--- src/core/cpwm_params.svh ---
// register map, field positions and reset values of the three-phase pwm
`ifndef CPWM_PARAMS_SVH
`define CPWM_PARAMS_SVH
`define OFS_CTRL 6'h00
`define OFS_FUNC 6'h04
`define OFS_ADCC 6'h08
`define OFS_PRIM 6'h0c
`define OFS_SEC 6'h10
`define OFS_PER 6'h14
`define OFS_PH1 6'h18
`define OFS_PH2 6'h1c
`define OFS_PH3 6'h20
`define OFS_STAT 6'h24
`define B_RUN0 0
`define B_RUN1 1
`define B_STOPSEL 2
`define B_NINIT 3
`define B_CINIT 4
`define B_NACT 5
`define B_CACT 6
`define B_EXTCLK 7
`define B_CUTEN 8
`define B_XFER 9
`define B_ADEN 0
`define B_ADSEL 1
`define B_ELC 2
`define B_ADBOTH 3
`define B_CUTCLR 0
`define CTRL_RST 16'h0060
`define FUNC_RST 16'h0000
`define ADCC_RST 16'h0000
`define PER_RST 16'hffff
`define XFER_NOW 2'h0
`define XFER_TOP 2'h1
`define XFER_BOT 2'h2
`endif

--- src/core/cpwm_pkg.sv ---
// types shared by the three-phase pwm
package cpwm_pkg;
  typedef enum logic [1:0] {
    ST_STOP,
    ST_UP,
    ST_DOWN
  } cnt_state_t;
endpackage

--- src/core/cpwm_three_phase.sv ---
// complementary three-phase pwm with dead time, adc triggers and cutoff
//
// Behaviour
// - compare match of a channel counter with its compare raises a request
// - secondary counter underflow while counting down raises a request
// - clock pin is general input or external count clock, never pwm output
// - phase one drives normal and complementary waveforms as a pair
// - phase one counter output is complement of normal, minus dead time
// - phase two drives normal and counter outputs
// - phase three drives normal and counter outputs
// - toggle output inverts at every half pwm period while counting
// - cutoff input forces outputs to initial levels; pin also readable in the status register
// - reading a channel counter returns its current count
// - writing a channel counter loads that value
// - normal and counter outputs have separate active and initial levels
// - buffered compare transfer timing is selectable
// - pwm period stays fixed once counting starts
// - adc trigger on period match and on secondary underflow
// - any channel compare match may trigger the adc
// - trigger enable, select and trigger control register choose adc events
// - adc events may go via the event link output instead
// - secondary underflow turns both counters up; period match turns down
// - period is twice (m plus 2 minus p); p is preloaded primary count
// - normal width 2(m-n-p+1), counter width 2(n+1-p)
// - clearing both run bits with stop select set stops, outputs initial
`timescale 1ns/10ps
`default_nettype none
`include "cpwm_params.svh"

module cpwm_three_phase #(
  parameter int WIDTH = 16
) (
  // clock and reset
  input wire logic clk_i,
  input wire logic rst_i,
  // register port
  input wire logic [5:0] addr_i,
  input wire logic [15:0] wdata_i,
  input wire logic wr_i,
  input wire logic rd_i,
  output logic [15:0] rdata_o,
  // pins
  input wire logic clk_pin_i,
  input wire logic cutoff_pin_i,
  output logic [2:0] normal_o,
  output logic [2:0] counter_o,
  output logic toggle_o,
  // events
  output logic [3:0] match_irq_o,
  output logic underflow_irq_o,
  output logic adc_trig_o,
  output logic elc_event_o,
  output cpwm_pkg::cnt_state_t state_o
);
  import cpwm_pkg::*;

  // refuse widths the 16-bit register port cannot carry
  generate
    if (WIDTH < 4 || WIDTH > 16) begin : g_bad_width
      $error("WIDTH must lie in 4..16");
    end
  endgenerate

  ////////////////////////////////////////////////////////////////////////
  // register file
  logic [15:0] ctrl_q, func_q, adcc_q;
  logic [WIDTH-1:0] per_buf_q, per_q, dead_q;
  logic [WIDTH-1:0] prim_q, sec_q;
  logic [WIDTH-1:0] buf_q [3];
  logic [WIDTH-1:0] cmp_q [3];
  logic cutoff_q, clk_pin_q, hold_q, toggle_q;
  logic [15:0] rdata_q;
  cnt_state_t state_q;

  function automatic logic hit(input logic [5:0] a, input logic [5:0] ofs);
    hit = (a == ofs);
  endfunction

  wire we_ctrl = wr_i && hit(addr_i, `OFS_CTRL);
  wire we_prim = wr_i && hit(addr_i, `OFS_PRIM);
  wire we_sec = wr_i && hit(addr_i, `OFS_SEC);
  wire we_per = wr_i && hit(addr_i, `OFS_PER);
  wire we_stat = wr_i && hit(addr_i, `OFS_STAT);
  wire [WIDTH-1:0] wval = wdata_i[WIDTH-1:0];
  wire [WIDTH-1:0] ones = '1;

  // stop only when both run bits cleared and stop select set
  wire stop_req = we_ctrl && ctrl_q[`B_STOPSEL] && !wdata_i[`B_RUN0] && !wdata_i[`B_RUN1];
  // while stop select is clear, only a write setting both run bits changes them
  wire [1:0] run_d = (we_ctrl && (ctrl_q[`B_STOPSEL] || wdata_i[1:0] == 2'h3)) ?
                     wdata_i[1:0] : ctrl_q[1:0];
  wire [15:0] ctrl_d = we_ctrl ? {wdata_i[15:2], run_d} : ctrl_q;
  wire running = (state_q != ST_STOP);
  wire start = !running && (ctrl_d[1:0] == 2'h3);

  always_ff @(posedge clk_i) begin
    if (rst_i) begin
      ctrl_q <= `CTRL_RST;
      func_q <= `FUNC_RST;
      adcc_q <= `ADCC_RST;
      per_buf_q <= WIDTH'(`PER_RST);
    end else begin
      ctrl_q <= stop_req ? {ctrl_d[15:2], 2'h0} : ctrl_d;
      if (wr_i && hit(addr_i, `OFS_FUNC)) func_q <= wdata_i;
      if (wr_i && hit(addr_i, `OFS_ADCC)) adcc_q <= wdata_i;
      if (we_per) per_buf_q <= wval;
    end
  end

  genvar g;
  generate
    for (g = 0; g < 3; g++) begin : g_buf
      wire we_buf = wr_i && hit(addr_i, 6'(`OFS_PH1 + 4 * g));
      always_ff @(posedge clk_i) begin
        if (rst_i) begin
          buf_q[g] <= '0;
        end else if (we_buf) begin
          buf_q[g] <= wval;
        end
      end
    end
  endgenerate

  ////////////////////////////////////////////////////////////////////////
  // count engine
  // external clock pin edge
  wire tick = ctrl_q[`B_EXTCLK] ? (clk_pin_i && !clk_pin_q) : 1'b1;
  wire at_top = (state_q == ST_UP) && !hold_q && (prim_q == per_q);
  wire at_bot = (state_q == ST_DOWN) && (sec_q == '0);
  wire top_ev = tick && at_top;
  wire bot_ev = tick && at_bot;
  cnt_state_t state_d;
  logic [WIDTH-1:0] prim_d, sec_d;
  logic hold_d;

  // turn points, one hold tick at each end
  // the hold ticks give twice (m+2-p)
  always_comb begin
    state_d = state_q;
    prim_d = prim_q;
    sec_d = sec_q;
    hold_d = hold_q;
    if (start) begin
      state_d = ST_UP;
      sec_d = '0;
      hold_d = 1'b0;
    end else if (stop_req) begin
      state_d = ST_STOP;
    end else if (running && tick) begin
      if (state_q == ST_UP) begin
        if (hold_q) begin
          hold_d = 1'b0;
        end else if (at_top) begin
          state_d = ST_DOWN;
        end else begin
          prim_d = prim_q + 1'b1;
          sec_d = sec_q + 1'b1;
        end
      end else begin
        prim_d = prim_q - 1'b1;
        sec_d = sec_q - 1'b1;
        if (at_bot) begin
          state_d = ST_UP;
          hold_d = 1'b1;
        end
      end
    end
    if (we_prim) prim_d = wval;
    if (we_sec) sec_d = wval;
  end

  always_ff @(posedge clk_i) begin
    if (rst_i) begin
      state_q <= ST_STOP;
      prim_q <= '0;
      sec_q <= '0;
      hold_q <= 1'b0;
      clk_pin_q <= 1'b0;
    end else begin
      state_q <= state_d;
      prim_q <= prim_d;
      sec_q <= sec_d;
      hold_q <= hold_d;
      clk_pin_q <= clk_pin_i;
    end
  end

  // period and dead time captured once at start
  always_ff @(posedge clk_i) begin
    if (rst_i) begin
      per_q <= WIDTH'(`PER_RST);
      dead_q <= '0;
    end else if (start) begin
      per_q <= per_buf_q;
      dead_q <= prim_q;
    end
  end

  ////////////////////////////////////////////////////////////////////////
  // compare transfer and phase outputs
  wire [1:0] xfer_sel = ctrl_q[`B_XFER+1:`B_XFER];
  wire xfer = !running || xfer_sel == `XFER_NOW ||
              (xfer_sel[0] && top_ev) || (xfer_sel[1] && bot_ev);
  // cutoff sticky until cleared with pin released; set wins
  wire cut_set = ctrl_q[`B_CUTEN] && cutoff_pin_i;
  wire cut_clr = we_stat && wdata_i[`B_CUTCLR];
  wire forced = !running || cutoff_q;
  wire [2:0] m_ph;
  wire [2:0] nrm_raw, cnt_raw, nrm_pin, cnt_pin;

  generate
    for (g = 0; g < 3; g++) begin : g_ph
      wire [WIDTH:0] thr = {1'b0, cmp_q[g]} + {1'b0, dead_q};
      // phase one on primary, phases two and three on secondary
      assign m_ph[g] = tick && running &&
                       ((g == 0) ? (prim_q == cmp_q[g]) : (sec_q == cmp_q[g]));
      // widths set by n+p and n thresholds
      assign nrm_raw[g] = ({1'b0, prim_q} >= thr);
      // counter side gated by normal side
      assign cnt_raw[g] = (prim_q < cmp_q[g]) && !nrm_raw[g];
      assign nrm_pin[g] = forced ? ctrl_q[`B_NINIT] : (nrm_raw[g] ~^ ctrl_q[`B_NACT]);
      assign cnt_pin[g] = forced ? ctrl_q[`B_CINIT] : (cnt_raw[g] ~^ ctrl_q[`B_CACT]);
      always_ff @(posedge clk_i) begin
        if (rst_i) begin
          cmp_q[g] <= '0;
        end else if (xfer) begin
          cmp_q[g] <= buf_q[g];
        end
      end
    end
  endgenerate

  // forced to initial levels once stopped
  always_ff @(posedge clk_i) begin
    if (rst_i) begin
      normal_o <= 3'h0;
      counter_o <= 3'h0;
      cutoff_q <= 1'b0;
    end else begin
      normal_o <= nrm_pin;
      counter_o <= cnt_pin;
      cutoff_q <= cut_set || (cutoff_q && !cut_clr);
    end
  end

  always_ff @(posedge clk_i) begin
    if (rst_i) begin
      toggle_q <= 1'b0;
    end else if (top_ev || bot_ev) begin
      toggle_q <= !toggle_q;
    end
  end
  assign toggle_o = toggle_q;

  ////////////////////////////////////////////////////////////////////////
  // events and adc triggers
  // match requests: period, phase one..three
  wire [3:0] match_d = {m_ph[2], m_ph[1], m_ph[0], top_ev};
  wire base_ev = (adcc_q[`B_ADBOTH] || !func_q[`B_ADSEL]) && top_ev ||
                 (adcc_q[`B_ADBOTH] || func_q[`B_ADSEL]) && bot_ev;
  wire trig = func_q[`B_ADEN] && (base_ev || |(adcc_q[2:0] & m_ph));

  // routed via event link or direct
  always_ff @(posedge clk_i) begin
    if (rst_i) begin
      match_irq_o <= 4'h0;
      underflow_irq_o <= 1'b0;
      adc_trig_o <= 1'b0;
      elc_event_o <= 1'b0;
    end else begin
      match_irq_o <= match_d;
      underflow_irq_o <= bot_ev;
      adc_trig_o <= trig && !func_q[`B_ELC];
      elc_event_o <= trig && func_q[`B_ELC];
    end
  end

  ////////////////////////////////////////////////////////////////////////
  // read path
  wire [15:0] stat = {11'h0, clk_pin_i, cutoff_pin_i, state_q == ST_DOWN, running, cutoff_q};
  logic [15:0] rd_mux;
  always_comb begin
    case (addr_i)
      `OFS_CTRL: rd_mux = ctrl_q;
      `OFS_FUNC: rd_mux = func_q;
      `OFS_ADCC: rd_mux = adcc_q;
      `OFS_PRIM: rd_mux = 16'(prim_q);
      `OFS_SEC: rd_mux = 16'(sec_q);
      `OFS_PER: rd_mux = 16'(per_buf_q);
      `OFS_PH1: rd_mux = 16'(buf_q[0]);
      `OFS_PH2: rd_mux = 16'(buf_q[1]);
      `OFS_PH3: rd_mux = 16'(buf_q[2]);
      `OFS_STAT: rd_mux = stat;
      default: rd_mux = 16'h0000;
    endcase
  end

  always_ff @(posedge clk_i) begin
    if (rst_i) begin
      rdata_q <= 16'h0000;
    end else begin
      rdata_q <= rd_i ? rd_mux : 16'h0000;
    end
  end
  assign rdata_o = rdata_q;
  assign state_o = state_q;
endmodule // cpwm_three_phase
`default_nettype wire

--- config.mk ---
export PLATFORM = sky130hd
export DESIGN_NAME = cpwm_three_phase
export DESIGN_NICKNAME = d
export VERILOG_FILES = /design/src/core/cpwm_pkg.sv /design/src/core/cpwm_three_phase.sv
export VERILOG_INCLUDE_DIRS = /design/src /design/src/core
export SDC_FILE = /design/constraint.sdc
export NUM_CORES = 1
export LEC_CHECK = 0
export ABC_CLOCK_PERIOD_IN_PS = 8100
export BUFFER_PORTS_ARGS = -buffer_cell sky130_fd_sc_hd__buf_2
export CAP_MARGIN = 20
export CORE_MARGIN = 3
export CORE_UTILIZATION = 60
export CTS_CLUSTER_SIZE = 14
export DETAILED_ROUTE_END_ITERATION = 8
export PLACE_DENSITY = 0.75
export SLEW_MARGIN = 15
export SYNTH_ARGS = -nofsm -noshare
export SYNTH_HDL_FRONTEND = slang
export SYNTH_SLANG_ARGS = --single-unit
export TNS_END_PERCENT = 30
--- constraint.sdc ---
create_clock -name clk_i -period 8.1 [get_ports clk_i]
set_clock_uncertainty 0.15 [all_clocks]
set_input_delay 1.62 -clock clk_i [delete_from_list [all_inputs] [get_ports clk_i]]
set_output_delay 1.62 -clock clk_i [all_outputs]
set_load 0.01 [all_outputs]
==> out/summary.txt, run 1 <==
cts repair resizes -> 0
clk slew on worst S/H paths -> 0.06 ns
number of hold buffers added after cts -> 0
RD Place Congestion -> 0.989
GRT Util Overall -> 35.7%
top post-synthesis cells by area -> dfxtp_1, edfxtp_1, ha_1
Pleak -> 0.00747 uW
hold crit path type -> reg -> reg
HPWL after detailed placement -> 37.9 mm
Post-Syn Instances -> 1834
Setup Buffers After CTS -> 0
Tightest Pin Transition -> 0.996 ns
share of cells above drive strength 1 -> 7.73%
Remaining DRCs -> 0
synthesized area per cell -> 8.80 um^2
DR vias -> 14400
CP arrival -> 5.56 ns
critical path's slowest cell -> nor3_4
aggregate global routing overflow -> 0
core area -> 0.0263 mm^2
DRT Pass-1 Iters -> 9
Synth Area in XOR/XNOR -> 6.62%
NetSw -> 2340 uW
max_cap viols -> 0
endpoints failing hold -> 0
post-synthesis instance area -> 0.0161 mm^2
Initial DRC Count -> 2082
fin crit share -> 65.3%
CP cell instances -> buf_2 -> or4_1 -> nor3_4 -> and2_1 -> nand2_1 -> a21oi_1 -> or4_1 -> buf_4 -> nand3_2 -> nor2_1 -> or4_1 -> o21ai_1
first-pass GRT wire length -> 79.4 mm
num ports -> 60
post-synth cell types -> 65
I/O Buffers -> 59
CP most frequent cell -> or4_1
Critical Path RT -> 8.36 ns
die area -> 0.0289 mm^2
Yosys top cell area share -> 20.2%
Tmin final -> 5.29 ns
Clock Path Buffers -> 3
DRT antenna net count -> 0
final instance area -> 0.0177 mm^2
fillcell total -> 2166
vias in the first global route -> 13600
H-Tree Depth -> 1
Buf/Inv on CP -> 2
M1 wire length -> 20.5 mm
Setup crit end kind -> flop
vias per inst -> 6.51
Final setup viols -> 0
Clock power frac -> 21.9%
post-synthesis sequential area ratio -> 38.1%
Initial Utilization -> 61.4%
Power Density -> 327 mW/mm^2
commonest cells after routing, fill and taps aside -> nand2_1, ha_1, dfxtp_1
clock latency on the worst-skew pair -> 0.53 ns
Compound-Gate Fraction of Synth Area -> 18.0%
CTS Sinks -> 259
top_reg_cell synth -> dfxtp_1
biggest area consumer among synthesized cells -> dfxtp_1
area grow syn2layout -> 9.35%
setup_tns -> 0 ns
Syn. warnings -> 0
peak supply drop -> 0.278 mV
clock buffer count from CTS -> 27
clock root buffer master -> clkbuf_16
relative slew slack -> 33.4%
Rows -> 59
Seq pwr share -> 29.4%
Total Wirelength -> 52.2 mm
largest family of logic cells by synthesized area -> simple AND/OR/NAND/NOR gates
Multi-input gate area -> 0.00935 mm^2
initial antenna violation count -> 1
post-synthesis mux area share -> 0%
Routed met2 length -> 22.5 mm
Max Clk Rate -> 0.189 GHz
Slew Limit Fails -> 0
Post-synth EDFFs -> 96
CTS tree -> yes
largest net degree at the start of global routing -> 69
most common cell after layout, fill and taps aside -> nand2_1
height of the chip -> 170 um
Die Span X -> 170 um
Max stage delay on crit path -> 0.67 ns
internal power component -> 3440 uW
Sw Ratio -> 40.5%
area occupied by registers -> 0.00615 mm^2
Top delay family on crit path -> simple AND/OR/NAND/NOR gates
met3 WL -> 6.25 mm
Worst Path Max Fanout -> 43
routed len/inst -> 23.6 um
simple-gate portion of the synthesized area -> 19.3%
Cell Area, Placed -> 0.0167 mm^2
Final nets -> 2059
FFs w/ async S/R, synth -> 0%
CP Class -> in -> reg
status -> complete, no violations
Seq cells post-synth -> 259
Synth Area in Adders -> 13.8%
Mapped Nets -> 2037
DR top layer -> met4
RSZ-0062 raised after global routing -> false
Setup crit start kind -> input pin
Comb pwr share -> 48.6%
## cell type report
class                      instances  share of cell area, %
clock inverter                    10                  0.574
tap                              335                   2.37
timing repair buffer              87                   2.95
clock buffer                      39                   4.56
multi-input combinational       1400                   53.0
inverter                          81                   1.72
sequential                       259                   34.8
antenna                            2                 0.0284
## path summary, 6_finish.rpt
check | from | to | slack [ns] | cells past startpoint
max | addr_i[4] | sec_q[15] | 2.81 | 12
min | adcc_q[10] | adcc_q[10] | 0.31 | 2
max reg2reg | cmp_q[0][0] | normal_o[0] | 3.24 | 20
min reg2reg | adcc_q[10] | adcc_q[10] | 0.31 | 2
## logic make-up after synthesis
family | Yosys count
AO/OA/AOI/OAI | 447
flip-flops | 259
adder cells (fa/ha/maj) | 175
XOR/XNOR | 122
buffers and inverters | 175
AND/OR/NAND/NOR | 656
## power by group through the flow
stage,Clock [uW],Combinational [uW],Sequential [uW]
finish,1270,2810,1700
global route,1330,3100,1700
CTS,1270,2780,1680
detailed placement,0,2740,1710
global placement,0,2660,1710
floorplan,0,2000,1660
## sequential cells by signal, indices dropped and copies added (netlist names), 2 cells and up
| name | flops |
|---|---|
| cmp_q | 48 |
| func_q | 16 |
| prim_q | 16 |
| ctrl_q | 16 |
| dead_q | 16 |
| match_irq_o | 4 |
| sec_q | 16 |
| per_q | 16 |
| buf_q | 48 |
| normal_o | 3 |
| per_buf_q | 16 |
| rdata_o | 16 |
| counter_o | 3 |
| adcc_q | 16 |
| state_o | 2 |
## cells in the mapped netlist, types with 11 or more instances
cell type,instances
a21o_1,47
nand4_1,25
and2_1,103
dfxtp_1,163
nor4_1,11
inv_1,81
a22oi_1,17
nor3_1,22
a21oi_1,158
o21ai_0,69
clkbuf_1,84
a222oi_1,27
a31oi_1,18
edfxtp_1,96
ha_1,170
a311oi_1,13
nand3_1,58
xor2_1,36
xnor2_1,86
a211oi_1,19
o21bai_1,15
nand2b_1,18
nor2_1,106
nand2_1,267
## metrics by stage
step | utilization, % | hold WS (ns) | cells | power, uW | worst slack (ns)
finish | 67.2 | 0.306 | 2213 | 5780 | 2.81
global route | 67.1 | 0.329 | 2211 | 6120 | 2.60
CTS | 67.1 | 0.305 | 2210 | 5730 | 2.91
detailed placement | 63.6 | 0.297 | 2161 | 4450 | 2.36
global placement | 63.6 | 0.292 | 2161 | 4360 | 2.53
floorplan | - | 0.286 | 1834 | 3660 | 3.83
## worst reg2reg max path: cells and delay by family (launching register included)
family                   cells  cell delay (ns)
adder cells (fa/ha/maj)      3             0.92
AO/OA/AOI/OAI               12             2.74
AND/OR/NAND/NOR              4             0.37
XOR/XNOR                     1             0.13
flip-flops                   1             0.43
## per-layer routing
layer,track usage (%),vias up
met1,48.2,6741
met4,16.3,0
met5,0,-
met2,55.3,851
met3,7.64,206
li1,-,6613
Note: power is estimated with default switching activity, not from simulation.
==> inputs of run 2 (changes only) <==
--- a/config.mk
+++ b/config.mk
@@ -6,14 +6,14 @@
 export SDC_FILE = /design/constraint.sdc
 export NUM_CORES = 1
 export LEC_CHECK = 0
-export ABC_CLOCK_PERIOD_IN_PS = 8100
+export ABC_CLOCK_PERIOD_IN_PS = 4700
 export BUFFER_PORTS_ARGS = -buffer_cell sky130_fd_sc_hd__buf_2
 export CAP_MARGIN = 20
 export CORE_MARGIN = 3
-export CORE_UTILIZATION = 60
+export CORE_UTILIZATION = 57
 export CTS_CLUSTER_SIZE = 14
 export DETAILED_ROUTE_END_ITERATION = 8
-export PLACE_DENSITY = 0.75
+export PLACE_DENSITY = 0.74
 export SLEW_MARGIN = 15
 export SYNTH_ARGS = -nofsm -noshare
 export SYNTH_HDL_FRONTEND = slang
==> constraint.sdc (replaced) <==
create_clock -name clk_i -period 4.7 [get_ports clk_i]
set_clock_uncertainty 0.15 [all_clocks]
set_input_delay 0.94 -clock clk_i [delete_from_list [all_inputs] [get_ports clk_i]]
set_output_delay 0.94 -clock clk_i [all_outputs]
set_load 0.01 [all_outputs]
==> run 2 against run 1 <==
First-iteration DRC count fell by 7.1%. Via count rose by 0.60%. Global-route usage fell by 1.2 points. Sequential power rose by 73%. Final cell count rose by 2.4%.
==> out/summary.txt, run 2 (synthesis gave the netlist of run 1 again) <==
routed len/inst -> 23.6 um (about the same)
Max Clk Rate -> 0.228 GHz
clock root buffer master -> clkbuf_16
Power Density -> 559 mW/mm^2 (+71%)
Buf/Inv on CP -> 1 (-1)
area grow syn2layout -> 10.3%
Clock Path Buffers -> 3 (unchanged)
reg2reg start -> cmp_q[0][0]
Initial Utilization -> 58.9% (-2.5 points)
Top delay family on crit path -> compound AO/OA/AOI/OAI gates
aggregate global routing overflow -> 0 (unchanged)
status -> complete, no violations
initial antenna violation count -> 0 (-1)
num ports -> 60 (unchanged)
I/O Buffers -> 59 (unchanged)
hold crit path type -> reg -> reg
H-Tree Depth -> 1 (unchanged)
relative slew slack -> 34.2% (+0.76 points)
Sw Ratio -> 40.7% (+0.22 points)
CTS tree -> yes
largest net degree at the start of global routing -> 109 (+58%)
Worst Path Max Fanout -> 4 (-91%)
vias per inst -> 6.40 (-1.8%)
DR vias -> 14500 (+0.60%)
Worst Hold Margin -> 0.304 ns (-0.00254 ns)
clk slew on worst S/H paths -> 0.07 ns (about the same)
number of hold buffers added after cts -> 0 (unchanged)
Final setup viols -> 0 (unchanged)
share of cells above drive strength 1 -> 8.71% (+0.98 points)
biggest regs -> buf_q (48), cmp_q (48)
Overall Power -> 9950 uW (+72%)
die area -> 0.0304 mm^2 (+5.1%)
CP Class -> reg -> reg
Setup crit start kind -> flop
Final nets -> 2077 (+0.87%)
first-pass GRT wire length -> 81.2 mm (+2.2%)
fillcell total -> 2281 (+5.3%)
CP arrival -> 4.71 ns (-0.85 ns)
hold path start -> adcc_q[8]
Remaining DRCs -> 0 (unchanged)
clock latency on the worst-skew pair -> 0.54 ns (about the same)
internal power component -> 5900 uW (+72%)
CP most frequent cell -> a21oi_1
Max stage delay on crit path -> 0.41 ns (-0.26 ns)
endpoints failing hold -> 0 (unchanged)
Rows -> 60 (+1.7%)
Clock power frac -> 21.2% (-0.7 points)
DRT antenna net count -> 0 (unchanged)
Slew Limit Fails -> 0 (unchanged)
Setup crit end kind -> flop
Critical Path RT -> 5.03 ns (-3.33 ns)
DRT Pass-1 Iters -> 9 (unchanged)
Critical Path Start -> cmp_q[0][0]
max_cap viols -> 0 (unchanged)
Multi-input gate area -> 0.00937 mm^2 (+0.25%)
RD Place Congestion -> 0.974 (-1.5%)
CP cell instances -> ha_1 -> fa_1 -> a21oi_1 -> nor2_1 -> nor2_1 -> o21bai_1 -> a21oi_2 -> o211ai_1 -> buf_4 -> a21o_1 -> a21oi_1 -> xor2_1 -> ha_1 -> a21oi_1 -> nor2b_1 -> o21ai_0 -> a31oi_4 -> a2111oi_0 -> a311o_1
Comb pwr share -> 49.2% (+0.6 points)
Total Wirelength -> 53.4 mm (+2.4%)
area occupied by registers -> 0.00615 mm^2 (about the same)
core area -> 0.0274 mm^2 (+4.3%)
NetSw -> 4050 uW (+73%)
vias in the first global route -> 13800 (+0.87%)
clock buffer count from CTS -> 26 (-3.7%)
critical path's slowest cell -> fa_1
antenna cells -> 0 (-2)
commonest cells after routing, fill and taps aside -> nand2_1, ha_1, dfxtp_1
GRT Util Overall -> 34.4% (-1.2 points)
peak supply drop -> 0.417 mV (+50%)
Pleak -> 0.00754 uW (+0.93%)
Initial DRC Count -> 1935 (-7.1%)
CTS Sinks -> 259 (unchanged)
DP Worst Slack -> 0.182 ns (-2.18 ns)
Tightest Pin Transition -> 0.985 ns (-0.0114 ns)
Die Span X -> 174 um (+2.5%)
height of the chip -> 174 um (+2.5%)
HPWL after detailed placement -> 38.8 mm (+2.5%)
fin crit share -> 93.2%
Seq pwr share -> 29.6% (+0.2 points)
Setup WS post-layout -> 0.322 ns (-2.49 ns)
most common cell after layout, fill and taps aside -> nand2_1
Tmin final -> 4.38 ns
## run 2: cell count changes in the layout (fill, tap and decap cells not counted), moves of 2 or more
cell,change
clkbuf_16,-3
clkinv_1,+4
a21oi_1,-2
clkbuf_1,-2
diode_2,-2
buf_4,+19
a21oi_2,+2
## run 2: repair_timing
action,in CTS,in global routing
buffers inserted,0,4
setup endpoints to repair,0,3
hold endpoints to repair,0,0
resized for setup,0,6
## run 2: per-layer routing
metal / routed length, um / part of all wire [%] / GRT usage [%]
met1: 20700 / 39 / 45.7
met2: 22800 / 43 / 52.6
met3: 6630 / 12 / 8.13
met4: 3320 / 6.2 / 17.5
met5: 0 / 0 / 0
## run 2: metrics by stage
| stage | instance area (um^2) | util (%) | cells | TNS [ns] |
|---|---|---|---|---|
| floorplan | 16100 | - | 1834 | 0 |
| global placement | 16900 | 61.7 | 2214 | 0 |
| detailed placement | 16900 | 61.7 | 2214 | 0 |
| CTS | 17800 | 64.8 | 2262 | 0 |
| global route | 17800 | 65.0 | 2266 | -0.00490 |
| finish | 17800 | 65.0 | 2266 | 0 |
## run 2: worst paths after layout
path	end	slack (ns)	cells past startpoint
setup / recovery	normal_o[0]	0.32	19
hold / removal	adcc_q[8]	0.30	2
setup reg to reg	normal_o[0]	0.32	19
hold reg to reg	adcc_q[8]	0.30	2
## run 2: area by class of cell
type / instances / area share (%)
Clock inverter: 15 / 0.822
Tap cell: 372 / 2.61
Multi-Input combinational cell: 1400 / 52.6
Timing Repair Buffer: 106 / 3.72
Sequential cell: 259 / 34.5
Clock buffer: 33 / 3.98
Inverter: 81 / 1.71
## run 2: tightest hold or removal path, stage by stage, from the launching register on
cell and delay, ns:
dfxtp_1 0.31, nand2_1 0.05, a21oi_1 0.05
## run 2: power by group through the flow
| stage | sequential [uW] | combinational, uW | clock (uW) |
|---|---|---|---|
| after floorplan | 2850 | 3450 | 0 |
| after global placement | 2960 | 4620 | 0 |
| after detailed placement | 2970 | 4700 | 0 |
| after CTS | 2920 | 4750 | 2110 |
| after global routing | 2940 | 5400 | 2200 |
| final | 2940 | 4890 | 2110 |
